File: src/hlsc_pkg.sv
// Package: constants, types and register map for the host link state control block.
// Assumes a single 100 MHz clock domain and an AXI4-Lite register port.
package hlsc_pkg;

    // Register byte offsets
    localparam logic [7:0] REG_CTRL = 8'h00;
    localparam logic [7:0] REG_STATUS = 8'h04;
    localparam logic [7:0] REG_DOMAIN0 = 8'h08;
    localparam logic [7:0] REG_DOMAIN1 = 8'h0C;
    localparam logic [7:0] REG_CLKRATE = 8'h10;
    localparam logic [7:0] REG_CHANNEL = 8'h14;
    localparam logic [7:0] REG_XCVR = 8'h18;
    localparam logic [7:0] REG_RESULT = 8'h1C;

    // Status field positions
    localparam int ST_HOLDOFF = 0;
    localparam int ST_CONFIG = 1;
    localparam int ST_DOM0_VALID = 2;
    localparam int ST_DOM1_VALID = 3;
    localparam int ST_CLK_REJ = 4;
    localparam int ST_CHAN_REJ = 5;
    localparam int ST_SW = 6;

    // Reset values and fixed figures
    localparam logic [31:0] CLKRATE_HZ = 32'h0098_9680; // 10 MHz in Hz
    localparam logic [31:0] DOMAIN_RST = 32'h0000_0000;
    localparam logic [7:0] XCVR_RST = 8'h00;
    localparam logic [1:0] AXI_OKAY = 2'h0;
    localparam logic [1:0] AXI_SLVERR = 2'h2;

    // Host commands on the command port
    typedef enum logic [2:0] {
        CMD_NONE = 3'h0,
        CMD_HOST_RESET = 3'h1,
        CMD_HOLDOFF_CANCEL = 3'h2,
        CMD_LOCAL_MGMT = 3'h3,
        CMD_SEND = 3'h4
    } hlsc_cmd_t;

    // Host command with its payload
    typedef struct packed {
        logic valid;
        hlsc_cmd_t cmd;
        logic acked;
    } hlsc_req_t;

    // Send completion report
    typedef struct packed {
        logic valid;
        logic success;
        logic sent;
    } hlsc_cpl_t;

    // Top-level state: one-hot
    typedef enum logic [2:0] {
        ST_RESETTING = 3'b001,
        ST_HELD = 3'b010,
        ST_NORMAL = 3'b100
    } hlsc_state_t;

endpackage : hlsc_pkg

File: src/hlsc_nv_word.sv
// Nonvolatile-style storage word: keeps its value across the block's
// soft reset; only a power-on clear (por) sets it back.
// Assumes the platform keeps por low except at true power-up.
module hlsc_nv_word #(
    parameter int W = 32,
    parameter logic [W-1:0] INIT = '0
) (
    input wire logic clk_sys,
    input wire logic por,
    input wire logic wr_en,
    input wire logic [W-1:0] wr_data,
    output logic [W-1:0] value
);

    logic [W-1:0] val_q;

    // Survives soft reset, cleared only at power-on
    always_ff @(posedge clk_sys or posedge por)
    begin
        if (por)
            val_q <= INIT;
        else if (wr_en)
            val_q <= wr_data;
    end

    assign value = val_q;

endmodule : hlsc_nv_word

File: src/hlsc_top.sv
// Host link state control: hold-off, configuration and send completion logic
// with an AXI4-Lite register port.
// Assumes rst is the block reset and por the power-on reset; both are
// asynchronous and active high; all other inputs are synchronous to clk_sys.
module hlsc_top #(
    parameter logic [7:0] XCVR_ID = 8'h01
) (
    input wire logic clk_sys,
    input wire logic rst,
    input wire logic por,
    input wire logic net_enable_switch,
    // Host command port
    input wire hlsc_pkg::hlsc_req_t host_req,
    output hlsc_pkg::hlsc_cpl_t send_cpl,
    output logic uplink_host_reset,
    output logic local_mgmt_exec,
    // Network side
    input wire logic net_mgmt_in,
    input wire logic net_app_in,
    output logic net_mgmt_answer,
    output logic net_app_answer,
    output logic net_tx,
    // AXI4-Lite slave
    input wire logic [7:0] s_axi_awaddr,
    input wire logic s_axi_awvalid,
    output logic s_axi_awready,
    input wire logic [31:0] s_axi_wdata,
    input wire logic [3:0] s_axi_wstrb,
    input wire logic s_axi_wvalid,
    output logic s_axi_wready,
    output logic [1:0] s_axi_bresp,
    output logic s_axi_bvalid,
    input wire logic s_axi_bready,
    input wire logic [7:0] s_axi_araddr,
    input wire logic s_axi_arvalid,
    output logic s_axi_arready,
    output logic [31:0] s_axi_rdata,
    output logic [1:0] s_axi_rresp,
    output logic s_axi_rvalid,
    input wire logic s_axi_rready
);

    hlsc_pkg::hlsc_state_t state_q;
    hlsc_pkg::hlsc_state_t state_d;
    logic soft_rst_q;
    logic clk_rej_q;
    logic chan_rej_q;
    logic [31:0] clkrate_q;
    logic [7:0] chan_q;
    logic [31:0] dom0_val;
    logic [31:0] dom1_val;
    logic [2:0] cfg_val;
    hlsc_pkg::hlsc_cpl_t send_cpl_q;
    logic uplink_rst_q;
    logic local_mgmt_q;
    logic net_mgmt_ans_q;
    logic net_app_ans_q;
    logic net_tx_q;

    // AXI write and read channel holding registers
    logic aw_have_q;
    logic w_have_q;
    logic [7:0] aw_addr_q;
    logic [31:0] w_data_q;
    logic [3:0] w_strb_q;
    logic bvalid_q;
    logic [1:0] bresp_q;
    logic rvalid_q;
    logic [31:0] rdata_q;
    logic [1:0] rresp_q;

    // Write decode
    wire aw_take = s_axi_awvalid && !aw_have_q && !bvalid_q;
    wire w_take = s_axi_wvalid && !w_have_q && !bvalid_q;
    wire wr_fire = aw_have_q && w_have_q && !bvalid_q;
    wire full_word = (w_strb_q == 4'hF);
    wire wr_ctrl = wr_fire && aw_addr_q == hlsc_pkg::REG_CTRL;
    wire wr_dom0 = wr_fire && aw_addr_q == hlsc_pkg::REG_DOMAIN0 && full_word;
    wire wr_dom1 = wr_fire && aw_addr_q == hlsc_pkg::REG_DOMAIN1 && full_word;
    wire wr_clk = wr_fire && aw_addr_q == hlsc_pkg::REG_CLKRATE && full_word;
    wire wr_chan = wr_fire && aw_addr_q == hlsc_pkg::REG_CHANNEL && w_strb_q[0];
    wire wr_known = wr_fire && (aw_addr_q == hlsc_pkg::REG_CTRL
        || aw_addr_q == hlsc_pkg::REG_DOMAIN0 || aw_addr_q == hlsc_pkg::REG_DOMAIN1
        || aw_addr_q == hlsc_pkg::REG_CLKRATE || aw_addr_q == hlsc_pkg::REG_CHANNEL);

    // Domain assignment, configure request and clear; reject rules
    wire clk_ok = (w_data_q == hlsc_pkg::CLKRATE_HZ);
    wire chan_ok = (w_data_q[7:0] == XCVR_ID);
    wire dom0_valid = cfg_val[1];
    wire dom1_valid = cfg_val[2];
    wire cfg_req = wr_ctrl && w_strb_q[0] && w_data_q[0];
    wire uncfg_req = wr_ctrl && w_strb_q[0] && w_data_q[1];
    wire cfg_allowed = dom0_valid || dom1_valid;
    wire configured = cfg_val[0];
    logic [2:0] cfg_next;

    // Configuration word: bit0 configured, bit1/2 domain valid
    always_comb
    begin
        cfg_next = cfg_val;
        if (wr_dom0)
            cfg_next[1] = 1'b1;
        if (wr_dom1)
            cfg_next[2] = 1'b1;
        if (cfg_req && cfg_allowed)
            cfg_next[0] = 1'b1;
        if (uncfg_req)
            cfg_next = 3'h0;
    end

    // Nonvolatile configuration and domain words
    hlsc_nv_word #(.W(3), .INIT(3'h0)) u_nv_cfg (
        .clk_sys(clk_sys),
        .por(por),
        .wr_en(wr_dom0 || wr_dom1 || cfg_req || uncfg_req),
        .wr_data(cfg_next),
        .value(cfg_val)
    );
    hlsc_nv_word #(.W(32), .INIT(hlsc_pkg::DOMAIN_RST)) u_nv_dom0 (
        .clk_sys(clk_sys),
        .por(por),
        .wr_en(wr_dom0),
        .wr_data(w_data_q),
        .value(dom0_val)
    );
    hlsc_nv_word #(.W(32), .INIT(hlsc_pkg::DOMAIN_RST)) u_nv_dom1 (
        .clk_sys(clk_sys),
        .por(por),
        .wr_en(wr_dom1),
        .wr_data(w_data_q),
        .value(dom1_val)
    );

    // Command decode
    wire is_reset_cmd = host_req.valid && host_req.cmd == hlsc_pkg::CMD_HOST_RESET;
    wire is_cancel = host_req.valid && host_req.cmd == hlsc_pkg::CMD_HOLDOFF_CANCEL;
    wire is_mgmt = host_req.valid && host_req.cmd == hlsc_pkg::CMD_LOCAL_MGMT;
    wire is_send = host_req.valid && host_req.cmd == hlsc_pkg::CMD_SEND;
    wire held = (state_q == hlsc_pkg::ST_HELD);
    wire normal = (state_q == hlsc_pkg::ST_NORMAL);

    // State machine: reset phase, hold-off, normal
    always_comb
    begin
        state_d = state_q;
        unique case (state_q)
            hlsc_pkg::ST_RESETTING:
                state_d = net_enable_switch ? hlsc_pkg::ST_NORMAL
                                            : hlsc_pkg::ST_HELD;
            hlsc_pkg::ST_HELD:
                if (is_cancel)
                    state_d = hlsc_pkg::ST_NORMAL;
            hlsc_pkg::ST_NORMAL:
                state_d = hlsc_pkg::ST_NORMAL;
            default:
                state_d = hlsc_pkg::ST_RESETTING;
        endcase
        if (is_reset_cmd)
            state_d = hlsc_pkg::ST_RESETTING;
    end

    // State register; reset enters the reset phase
    always_ff @(posedge clk_sys or posedge rst)
    begin
        if (rst)
            state_q <= hlsc_pkg::ST_RESETTING;
        else
            state_q <= state_d;
    end

    // Marks a fresh reset phase so the uplink reset message goes first
    always_ff @(posedge clk_sys or posedge rst)
    begin
        if (rst)
            soft_rst_q <= 1'b1;
        else
            soft_rst_q <= is_reset_cmd;
    end

    // Uplink reset notice, one pulse as the reset phase ends
    always_ff @(posedge clk_sys or posedge rst)
    begin
        if (rst)
            uplink_rst_q <= 1'b0;
        else
            uplink_rst_q <= soft_rst_q;
    end

    // Send completion: hold-off and unconfigured outcomes
    always_ff @(posedge clk_sys or posedge rst)
    begin
        if (rst)
        begin
            send_cpl_q <= '0;
            net_tx_q <= 1'b0;
        end
        else
        begin
            send_cpl_q.valid <= is_send && !soft_rst_q && state_q != hlsc_pkg::ST_RESETTING;
            if (is_send && !soft_rst_q) // Outcome kept until the next send
            begin
                send_cpl_q.success <= held ? !host_req.acked : 1'b1;
                send_cpl_q.sent <= normal && configured;
            end
            net_tx_q <= is_send && normal && configured;
        end
    end

    // Local management still runs during hold-off
    always_ff @(posedge clk_sys or posedge rst)
    begin
        if (rst)
            local_mgmt_q <= 1'b0;
        else
            local_mgmt_q <= is_mgmt && (held || normal);
    end

    // Network answers gated by hold-off; application answers also by configuration
    always_ff @(posedge clk_sys or posedge rst)
    begin
        if (rst)
        begin
            net_mgmt_ans_q <= 1'b0;
            net_app_ans_q <= 1'b0;
        end
        else
        begin
            net_mgmt_ans_q <= net_mgmt_in && normal;
            net_app_ans_q <= net_app_in && normal && configured;
        end
    end

    // Hardware property and channel updates with rejection
    always_ff @(posedge clk_sys or posedge rst)
    begin
        if (rst)
        begin
            clkrate_q <= hlsc_pkg::CLKRATE_HZ;
            chan_q <= hlsc_pkg::XCVR_RST;
            clk_rej_q <= 1'b0;
            chan_rej_q <= 1'b0;
        end
        else
        begin
            if (wr_clk)
            begin
                clk_rej_q <= !clk_ok;
                if (clk_ok)
                    clkrate_q <= w_data_q;
            end
            if (wr_chan)
            begin
                chan_rej_q <= !chan_ok;
                if (chan_ok)
                    chan_q <= w_data_q[7:0];
            end
        end
    end

    // AXI write address/data capture and response
    always_ff @(posedge clk_sys or posedge rst)
    begin
        if (rst)
        begin
            aw_have_q <= 1'b0;
            w_have_q <= 1'b0;
            aw_addr_q <= 8'h00;
            w_data_q <= 32'h0000_0000;
            w_strb_q <= 4'h0;
            bvalid_q <= 1'b0;
            bresp_q <= hlsc_pkg::AXI_OKAY;
        end
        else
        begin
            if (aw_take)
            begin
                aw_have_q <= 1'b1;
                aw_addr_q <= s_axi_awaddr;
            end
            if (w_take)
            begin
                w_have_q <= 1'b1;
                w_data_q <= s_axi_wdata;
                w_strb_q <= s_axi_wstrb;
            end
            if (wr_fire)
            begin
                aw_have_q <= 1'b0;
                w_have_q <= 1'b0;
                bvalid_q <= 1'b1;
                bresp_q <= wr_known ? hlsc_pkg::AXI_OKAY : hlsc_pkg::AXI_SLVERR;
            end
            else if (bvalid_q && s_axi_bready)
                bvalid_q <= 1'b0;
        end
    end

    // Read data selection
    wire [31:0] status_word = {25'h0, net_enable_switch, chan_rej_q, clk_rej_q,
        dom1_valid, dom0_valid, configured, held};
    wire rd_known = s_axi_araddr[7:5] == 3'h0 && s_axi_araddr[1:0] == 2'h0;
    logic [31:0] rd_mux;

    always_comb
    begin
        unique case (s_axi_araddr)
            hlsc_pkg::REG_CTRL: rd_mux = {31'h0, configured};
            hlsc_pkg::REG_STATUS: rd_mux = status_word;
            hlsc_pkg::REG_DOMAIN0: rd_mux = dom0_val;
            hlsc_pkg::REG_DOMAIN1: rd_mux = dom1_val;
            hlsc_pkg::REG_CLKRATE: rd_mux = clkrate_q;
            hlsc_pkg::REG_CHANNEL: rd_mux = {24'h0, chan_q};
            hlsc_pkg::REG_XCVR: rd_mux = {24'h0, XCVR_ID};
            hlsc_pkg::REG_RESULT: rd_mux = {31'h0, send_cpl_q.success};
            default: rd_mux = 32'h0000_0000;
        endcase
    end

    // AXI read: address taken when no read is outstanding
    always_ff @(posedge clk_sys or posedge rst)
    begin
        if (rst)
        begin
            rvalid_q <= 1'b0;
            rdata_q <= 32'h0000_0000;
            rresp_q <= hlsc_pkg::AXI_OKAY;
        end
        else if (s_axi_arvalid && !rvalid_q)
        begin
            rvalid_q <= 1'b1;
            rdata_q <= rd_mux;
            rresp_q <= rd_known ? hlsc_pkg::AXI_OKAY : hlsc_pkg::AXI_SLVERR;
        end
        else if (rvalid_q && s_axi_rready)
            rvalid_q <= 1'b0;
    end

    // Outputs from flip-flops; the AXI ready signals are decoded from flip-flops
    assign send_cpl = send_cpl_q;
    assign uplink_host_reset = uplink_rst_q;
    assign local_mgmt_exec = local_mgmt_q;
    assign net_mgmt_answer = net_mgmt_ans_q;
    assign net_app_answer = net_app_ans_q;
    assign net_tx = net_tx_q;
    assign s_axi_awready = !aw_have_q && !bvalid_q;
    assign s_axi_wready = !w_have_q && !bvalid_q;
    assign s_axi_bvalid = bvalid_q;
    assign s_axi_bresp = bresp_q;
    assign s_axi_arready = !rvalid_q;
    assign s_axi_rvalid = rvalid_q;
    assign s_axi_rdata = rdata_q;
    assign s_axi_rresp = rresp_q;

endmodule : hlsc_top

File: config.mk
export PLATFORM = sky130hd
export DESIGN_NAME = hlsc_top
export DESIGN_NICKNAME = d
export VERILOG_FILES = /design/src/hlsc_pkg.sv /design/src/hlsc_nv_word.sv /design/src/hlsc_top.sv
export SDC_FILE = /design/constraint.sdc
export NUM_CORES = 1
export LEC_CHECK = 0
export BUFFER_PORTS_ARGS = -buffer_cell sky130_fd_sc_hd__buf_2
export CORE_MARGIN = 4
export CORE_UTILIZATION = 62
export DETAILED_ROUTE_END_ITERATION = 10
export PLACE_DENSITY = 0.85
export SLEW_MARGIN = 25
export SYNTH_ARGS = -nofsm -noshare
export SYNTH_HDL_FRONTEND = slang
export SYNTH_SLANG_ARGS = --single-unit
File: constraint.sdc
create_clock -name clk_sys -period 8.79 [get_ports clk_sys]
set_input_delay 0 -clock clk_sys [delete_from_list [all_inputs] [get_ports clk_sys]]
set_output_delay 0 -clock clk_sys [all_outputs]
set_load 0.1 [all_outputs]
==> results of run 1 <==
cells in the mapped netlist, types with 5 or more instances:
cell / instances
dfrtp_1: 193
mux2_2: 127
nor2b_1: 36
nand2_1: 35
o21ai_0: 31
a22oi_1: 29
nor2_1: 22
clkbuf_1: 16
a21oi_1: 14
a2bb2oi_1: 12
dfstp_2: 10
buf_4: 8
inv_1: 8
or2_1: 8
buf_2: 7
nor3b_1: 7
mux2_1: 6
and3_1: 5
buf_1: 5
nand2b_1: 5
nand3_1: 5
o22ai_1: 5
through the flow:
| step | power, mW | hold slack, ns | cells | util, % | worst slack [ns] |
|---|---|---|---|---|---|
| 3_5_place_dp | 1.69 | 0.0856 | 905 | 68.4 | 6.37 |
| 2_1_floorplan | 1.55 | 0.0597 | 648 | - | 5.17 |
| 5_1_grt | 2.69 | 0.0663 | 1004 | 78.2 | 6.25 |
| 3_3_place_gp | 1.66 | 0.0719 | 905 | 68.4 | 6.45 |
| 4_1_cts | 2.58 | 0.00610 | 1004 | 78.1 | 6.35 |
| 6_report | 2.59 | 0.0252 | 1004 | 78.2 | 6.31 |
cells by family after synthesis:
group / share of synthesized area, %
xor+xnor: 0.104
simple gates: 10.4
other cells: 0.0444
flops: 60.3
buf+inv: 2.95
mux: 18.0
compound gates: 8.25
registers in the layout, indices dropped and copies added (netlist names), 3 cells and up:
signal and cells:
s_axi_rdata 32, u_nv_cfg.value 3, u_nv_dom1.value 32, w_data_q 32, state_q 3, w_strb_q 4
clkrate_q 32, chan_q 8, aw_addr_q 8, u_nv_dom0.value 32, send_cpl 3
per-layer routing:
| layer | part of all wire [%] | vias up |
|---|---|---|
| met2 | 50 | 281 |
| met3 | 6.6 | 93 |
| met4 | 4.4 | 0 |
| met5 | 0 | - |
| li1 | - | 2641 |
| met1 | 39 | 3044 |
cell usage in the layout, fill, tap and decap left out, types with 12 or more instances in the layout:
| cell type | instances |
|---|---|
| clkbuf_16 | 21 |
| o21ai_0 | 31 |
| nor2_1 | 22 |
| buf_2 | 114 |
| nor2b_1 | 35 |
| mux2_2 | 127 |
| nand2_1 | 35 |
| a22oi_1 | 29 |
| dfrtp_1 | 193 |
| dlygate4sd3_1 | 63 |
| a2bb2oi_1 | 12 |
| a21oi_1 | 14 |
critical path: stages, from the launching register on:
cell     delay, ns
dfrtp_1       0.42
or4_4         0.56
nor4_2        0.45
and4b_2       0.76
nor2b_1       0.15
cell type report:
| class | count | area [um2] | share of cell area [%] |
|---|---|---|---|
| clock inverters | 2 | 35.0 | 0.337 |
| inverters | 8 | 35.0 | 0.337 |
| well taps | 176 | 220 | 2.12 |
| multi-input cells | 397 | 3120 | 30.0 |
| clock buffers | 34 | 634 | 6.10 |
| flip-flops and latches | 203 | 5090 | 49.0 |
| repair buffers | 184 | 1260 | 12.1 |
where the power goes:
| part | switching (mW) | internal (mW) |
|---|---|---|
| clock | 0.347 | 0.519 |
| sequential | 0.155 | 1.07 |
| combinational | 0.294 | 0.207 |
| total | 0.795 | 1.80 |
worst max path at each step:
stage / startpoint / endpoint / slack, ns / cells after the start
6_report: aw_addr_q[3] / clkrate_q[17] / 6.31 / 4
5_1_grt: aw_addr_q[3] / clkrate_q[17] / 6.25 / 4
4_1_cts: aw_addr_q[3] / clkrate_q[17] / 6.35 / 4
3_5_place_dp: aw_addr_q[3] / clkrate_q[25] / 6.37 / 4
3_3_place_gp: aw_addr_q[3] / clk_rej_q / 6.45 / 4
2_1_floorplan: rst / aw_addr_q[0] / 5.17 / 1
==> metrics.md, run 1 <==
| Metric | Value |
|---|---|
| Hold Crit Endpoint | s_axi_rresp[1] |
| Post-DP HPWL | 12.4 mm |
| Share of the synthesized area in the top cell type | 57.2% |
| Largest cells by area after synthesis | dfrtp_1 (57%), mux2_2 (17%), dfstp_2 (3.1%) |
| Number of DRC markers in iteration 0 | 589 |
| Root Buffer | clkbuf_16 |
| Global routing usage on met2 | 47.6% |
| Die area | 15600 um2 |
| Worst Reg-to-Reg Cells | 4 |
| CORE AREA | 13300 um2 |
| Setup repair after global routing missed its margin | no |
| Post-synth EDFFs | 0 |
| Met3 usage | 4.80% |
| DRT Pass-1 Iters | 5 |
| Vias in the first global route | 6624 |
| FP Rows | 42 |
| Max-cap violations | 0 |
| DR vias | 6059 |
| Worst-path clk slew | 0.06 ns |
| Post-Syn Instances | 647 |
| Hold path depth | 4 |
| Port-buffer cells | 114 |
| Endpoint type of the worst setup path | flop |
| Fillers | 733 |
| Finished Cell Area | 10400 um2 |
| Post-CTS setup repair buffer count | 0 |
| Hold Path Origin | s_axi_araddr[6] |
| Kind of critical path | reg -> reg |
| DRT Wirelength | 21.3 mm |
| Post-cts hold buffer count | 63 |
| CP Launch Type | flop |
| IO Pins | 117 |
| Most used DFF post-synth | dfrtp_1 |
| H-tree depth | 1 |
| CTS tree | done |
| Final Hold Fails | 0 |
| Cell leakage power | 5.04 nW |
| TritonCTS Buffers | 20 |
| Mean Syn Cell Area | 13.1 um2 |
| Tmin final | 2.48 ns |
| Final ANT Viol Nets | 0 |
| Initial Utilization | 63.6% |
| Share of cells above drive strength 1 | 35.9% |
| Yosys warns | 0 |
| Reg2reg end | clkrate_q[17] |
| Later-pin clock latency in the skew report | 0.49 ns |
| Area leader, netlist | dfrtp_1 |
| Initial antenna violation count | 0 |
| Hold Path Class | in -> reg |
| FF-to-FF setup slack | 6.31 ns |
| Skew final | 0.0141 ns |
| Post-DP Area | 9090 um2 |
| Grt ovf | 0 |
| Largest net degree at the start of global routing | 83 |
| GP Congestion | 0.850 |
| Clock Path Buffers | 3 |
| First-pass GRT wire length | 34.5 mm |
| Final setup viols | 0 |
| Area delta synth->final | 23.0% |
| GR Util met1 | 34.3% |
| Max Freq | 403 MHz |
| Measured slew at the worst slew-check pin | 0.873 ns |
| Post-cts repair resize count | 0 |
| Clock sinks | 203 |
| Nets | 882 |
| Outcome | finished clean |
| Critical Path AT | 2.81 ns |
| Pwr/cell area | 249 nW/um2 |
| GRT busiest layer | met2 |
| Asr flop ratio synth | 100% |
| Max Slew Vio Count | 0 |
| Ant diodes | 0 |
| Setup_tns | 0 ns |
| Cell variety after synth | 51 |
| Final period util | 28.3% |
| Die H | 125 um |
| Slew headroom | 41.8% |
| Die Wd | 125 um |
| Vias per cell | 6.03 |
| Peak supply drop | 0.192 mV |
| Critical path required time | 9.12 ns |
| Seq cells post-synth | 203 |
| Post-DR wirelength/cell | 21.2 um |
| DRC viols | 0 |
| CP max FO | 33 |
| Register area share after synthesis | 60.3% |
| Reg2reg start | aw_addr_q[3] |
| Aggregate global-route resource usage | 27.5% |
| Cell Area, Synth | 8450 um2 |
Note: power is estimated with default switching activity, not from simulation.
==> inputs of run 2 (changes only) <==
CORE_UTILIZATION = 57   (was 62)
PLACE_DENSITY = 0.79   (was 0.85)
clock period = 2.5 ns   (was 8.79 ns; I/O delays follow)
==> metrics.md, run 2 (same netlist as run 1, synthesis figures left out) <==
| Metric | Value |
|---|---|
| Pwr/cell area | 876 nW/um2 (+250%) |
| Grt ovf | 0 (unchanged) |
| Measured slew at the worst slew-check pin | 0.846 ns (-0.0270 ns) |
| IO Pins | 117 (unchanged) |
| Final hold slack | 0.0200 ns (-0.00519 ns) |
| Slew headroom | 43.6% (+1.8 points) |
| Aggregate global-route resource usage | 24.6% (-2.9 points) |
| Critical Path AT | 2.61 ns (-0.20 ns) |
| Setup_tns | 0 ns (unchanged) |
| Final setup viols | 0 (unchanged) |
| Root Buffer | clkbuf_16 |
| Endpoint type of the worst setup path | flop |
| Ant diodes | 0 (unchanged) |
| Hold Path Class | in -> reg |
| Area delta synth->final | 24.4% |
| Max-cap violations | 0 (unchanged) |
| CP max FO | 14 (-58%) |
| Nets | 889 (+0.79%) |
| Post-DP HPWL | 12.6 mm (+1.9%) |
| Final period util | 89.2% (+61 points) |
| Kind of critical path | reg -> reg |
| Die Wd | 130 um (+4.0%) |
| Fillers | 967 (+32%) |
| Hold path depth | 4 (unchanged) |
| DRT Pass-1 Iters | 4 (-1) |
| Final ANT Viol Nets | 0 (unchanged) |
| Port-buffer cells | 114 (unchanged) |
| DR vias | 5865 (-3.2%) |
| Most common cell after layout, fill and taps aside | dfrtp_1 |
| Die H | 130 um (+4.0%) |
| Cell leakage power | 5.08 nW (+0.77%) |
| CTS tree | done |
| Clock Path Buffers | 3 (unchanged) |
| Vias in the first global route | 6264 (-5.4%) |
| TritonCTS Buffers | 22 (+10%) |
| Die area | 16800 um2 (+8.2%) |
| Outcome | finished clean |
| Sequential standard cell area | 5090 um2 (about the same) |
| Final Hold Fails | 0 (unchanged) |
| Number of DRC markers in iteration 0 | 449 (-24%) |
| Setup repair after global routing missed its margin | no |
| Post-DP Area | 9170 um2 (+0.89%) |
| Tmin final | 2.23 ns (-0.254 ns) |
| CORE AREA | 14500 um2 (+9.3%) |
| Critical path required time | 2.88 ns (-6.24 ns) |
| Area of the multi-input gates | 3120 um2 (+0.16%) |
| Largest net degree at the start of global routing | 75 (-9.6%) |
| Initial antenna violation count | 0 (unchanged) |
| Post-DR wirelength/cell | 20.0 um (-5.8%) |
| H-tree depth | 1 (unchanged) |
| Finished Cell Area | 10500 um2 (+1.2%) |
| DRT Wirelength | 20.4 mm (-4.3%) |
| FP Rows | 44 (+4.8%) |
| First-pass GRT wire length | 32.5 mm (-6.0%) |
| GP Congestion | 0.869 (+2.3%) |
| CP Launch Type | flop |
| Vias per cell | 5.75 (-4.7%) |
| Max Slew Vio Count | 0 (unchanged) |
| Clock sinks | 203 (unchanged) |
| Skew final | 0.0132 ns (-0.000917 ns) |
| Worst Reg-to-Reg Cells | 5 (+1) |
| Later-pin clock latency in the skew report | 0.50 ns (about the same) |
| Post-cts repair resize count | 0 (unchanged) |
| Most frequent cells in the layout | dfrtp_1 (192), mux2_2 (127), buf_2 (114) |
| Initial Utilization | 58.1% (-5.4 points) |
| Worst-path clk slew | 0.06 ns (about the same) |
| DRC viols | 0 (unchanged) |
| Max Freq | 449 MHz (+11%) |
| Peak supply drop | 0.559 mV (+190%) |
| Share of cells above drive strength 1 | 36.6% (+0.73 points) |
run 2: cell count changes in the layout (fill, tap and decap cells not counted), moves of 2 or more:
cell and delta:
clkinvlp_4 +2, buf_12 +2, buf_4 +4, clkbuf_16 +2, clkbuf_8 -2
run 2: area by class of cell:
class / instances / area share [%]
inverters: 8 / 0.357
clock inverters: 4 / 0.488
multi-input cells: 397 / 29.7
well taps: 184 / 2.19
clock buffers: 35 / 6.28
repair buffers: 189 / 12.5
flip-flops and latches: 203 / 48.4
run 2: final timing paths:
kind                                      start                end  slack (ns)
worst max-delay path               w_data_q[14]      clkrate_q[29]        0.27
worst min-delay path            s_axi_araddr[6]     s_axi_rresp[1]        0.02
worst max register to register     w_data_q[14]      clkrate_q[29]        0.27
worst min register to register       soft_rst_q  uplink_host_reset        0.42
max in group asynchronous                   rst       clkrate_q[7]        1.51
min in group asynchronous                   rst     net_app_answer        0.09
run 2: through the flow:
step | util [%] | total power [mW] | setup WS, ns | std cells
after floorplan | - | 5.48 | 0.0922 | 648
after global placement | 63.1 | 5.85 | 0.351 | 918
after detailed placement | 63.1 | 5.96 | 0.266 | 918
after CTS | 72.3 | 9.22 | 0.268 | 1020
after global routing | 72.3 | 9.60 | 0.156 | 1020
final | 72.3 | 9.21 | 0.271 | 1020
run 2: metal layers:
layer | vias to the layer above | track usage [%] | share of wire, %
met4 | 0 | 9.90 | 3.1
met3 | 54 | 3.77 | 5.2
met1 | 2960 | 31.7 | 41
met5 | - | 0 | 0
li1 | 2657 | - | -
met2 | 194 | 42.2 | 51
run 2: repair_timing:
action | in CTS | in global routing
buffers inserted | 0 | 0
endpoints found under the hold margin | 122 | 0
hold buffers | 63 | 0
run 2: worst max-delay path: stages, from the launching register on:
cell and delay, ns:
dfrtp_1 0.41, or4b_1 0.54, nor4_1 0.41, and4b_2 0.45, buf_4 0.24, nor2b_1 0.07
run 2: power by group:
group / switching (mW) / leakage, nW / internal, mW
Combinational: 1.01 / 2.06 / 0.739
Sequential: 0.533 / 2.67 / 3.77
Clock: 1.25 / 0.350 / 1.92
Total: 2.79 / 5.08 / 6.42
==> inputs of run 3 (changes only) <==
PLACE_DENSITY = 0.82   (was 0.79)
==> metrics.md, run 3 (same netlist as run 1, synthesis figures left out) <==
| Metric | Value |
|---|---|
| Max Slew Vio Count | 0 (unchanged) |
| Peak supply drop | 0.548 mV (-2.0%) |
| Critical Path AT | 2.47 ns (-0.14 ns) |
| Hold Path Class | in -> async |
| FP Rows | 44 (unchanged) |
| Final Hold Fails | 0 (unchanged) |
| Max Freq | 476 MHz (+6.1%) |
| Die H | 130 um (unchanged) |
| Final WS setup | 0.399 ns (+0.128 ns) |
| FF-to-FF setup slack | 0.40 ns (+0.13 ns) |
| Max-cap violations | 0 (unchanged) |
| DRT Pass-1 Iters | 4 (unchanged) |
| Setup_tns | 0 ns (unchanged) |
| CTS tree | done |
| IO Pins | 117 (unchanged) |
| Final setup viols | 0 (unchanged) |
| H-tree depth | 1 (unchanged) |
| Vias in the first global route | 6355 (+1.5%) |
| Post-DR wirelength/cell | 20.2 um (+0.98%) |
| Outcome | finished clean |
| Area delta synth->final | 24.3% |
| Most common cell after layout, fill and taps aside | dfrtp_1 |
| Largest net degree at the start of global routing | 91 (+21%) |
| Nets | 888 (-0.11%) |
| Worst-path clk slew | 0.07 ns (about the same) |
| CORE AREA | 14500 um2 (unchanged) |
| Pwr/cell area | 873 nW/um2 (-0.44%) |
| Skew final | 0.0104 ns (-0.00281 ns) |
| Clock Path Buffers | 3 (unchanged) |
| Initial antenna violation count | 0 (unchanged) |
| DRT Wirelength | 20.5 mm (+0.78%) |
| Slew headroom | 48.3% (+4.7 points) |
| TritonCTS Buffers | 20 (-9.1%) |
| CP max FO | 33 (+19) |
| Cell leakage power | 5.07 nW (about the same) |
| Die area | 16800 um2 (unchanged) |
| Vias per cell | 5.82 (+1.2%) |
| Ant diodes | 0 (unchanged) |
| GP Congestion | 0.873 (+0.47%) |
| Final ANT Viol Nets | 0 (unchanged) |
| Grt ovf | 0 (unchanged) |
| Port-buffer cells | 114 (unchanged) |
| Endpoint type of the worst setup path | flop |
| Kind of critical path | reg -> reg |
| Measured slew at the worst slew-check pin | 0.775 ns (-0.0709 ns) |
| Layout Utilization | 72.3% (-0.086 points) |
| Root Buffer | clkbuf_16 |
| Later-pin clock latency in the skew report | 0.48 ns (-0.02 ns) |
| DRC viols | 0 (unchanged) |
| Die Wd | 130 um (unchanged) |
| Critical path required time | 2.87 ns (about the same) |
| Share of cells above drive strength 1 | 36.9% (+0.33 points) |
| Post-cts hold buffer count | 63 (unchanged) |
| CP Launch Type | flop |
| Number of DRC markers in iteration 0 | 405 (-9.8%) |
| First-pass GRT wire length | 33.1 mm (+2.1%) |
| Place WS | 0.437 ns (+0.171 ns) |
| Tmin final | 2.10 ns (-0.128 ns) |
| Clock sinks | 203 (unchanged) |
| Post-cts repair resize count | 0 (unchanged) |
| Final period util | 84.0% (-5.1 points) |
| Most frequent cells in the layout | dfrtp_1 (192), mux2_2 (127), buf_2 (114) |
| Aggregate global-route resource usage | 25.1% (+0.45 points) |
| Setup repair after global routing missed its margin | no |
| Post-CTS setup repair buffer count | 0 (unchanged) |
| Initial Utilization | 58.1% (unchanged) |
| Final hold slack | 0.0139 ns (-0.00610 ns) |
| Post-DP HPWL | 12.4 mm (-1.6%) |
| DR vias | 5924 (+1.0%) |
-- run 3: layout make-up --
cell class / instances / area (um2)
flip-flops and latches: 203 / 5090
fillers: 975 / 4030
multi-input cells: 397 / 3120
repair buffers: 190 / 1320
clock buffers: 30 / 609
well taps: 184 / 230
clock inverters: 6 / 82.6
inverters: 8 / 37.5
-- run 3: per-stage QoR --
stage | cell area, um2 | power [mW] | cells
final | 10500 | 9.16 | 1018
after global placement | 9180 | 5.86 | 919
after floorplan | 8470 | 5.48 | 648
after CTS | 10500 | 9.16 | 1018
after global routing | 10500 | 9.54 | 1018
after detailed placement | 9180 | 5.97 | 919
-- run 3: final timing paths --
path                            startpoint  cells past startpoint                  to
hold reg to reg                 soft_rst_q                      0   uplink_host_reset
hold / removal                         por                      3  u_nv_dom0.value[3]
max in group asynchronous              rst                      4        clkrate_q[7]
setup reg to reg              w_data_q[14]                      5       clkrate_q[27]
setup / recovery              w_data_q[14]                      5       clkrate_q[27]
min in group clk_sys       s_axi_araddr[6]                      4      s_axi_rresp[1]
-- run 3: per-layer routing --
layer	track usage (%)	part of all wire [%]
met2	41.8	50
met5	0	0
met3	3.32	5.1
met1	33.2	41
met4	11.2	4.1
-- run 3: where the power goes --
group          leakage, nW  internal [mW]  switching (mW)  total, mW
Clock                0.340           1.89            1.22       3.11
Sequential            2.67           3.77           0.538       4.30
Combinational         2.06          0.738            1.01       1.75
-- run 3: worst max-delay path, stage by stage (launching register included) --
cell and delay, ns:
dfrtp_1 0.42, or4b_1 0.54, nor4_1 0.42, and4b_2 0.33, buf_12 0.19, nor2b_1 0.08
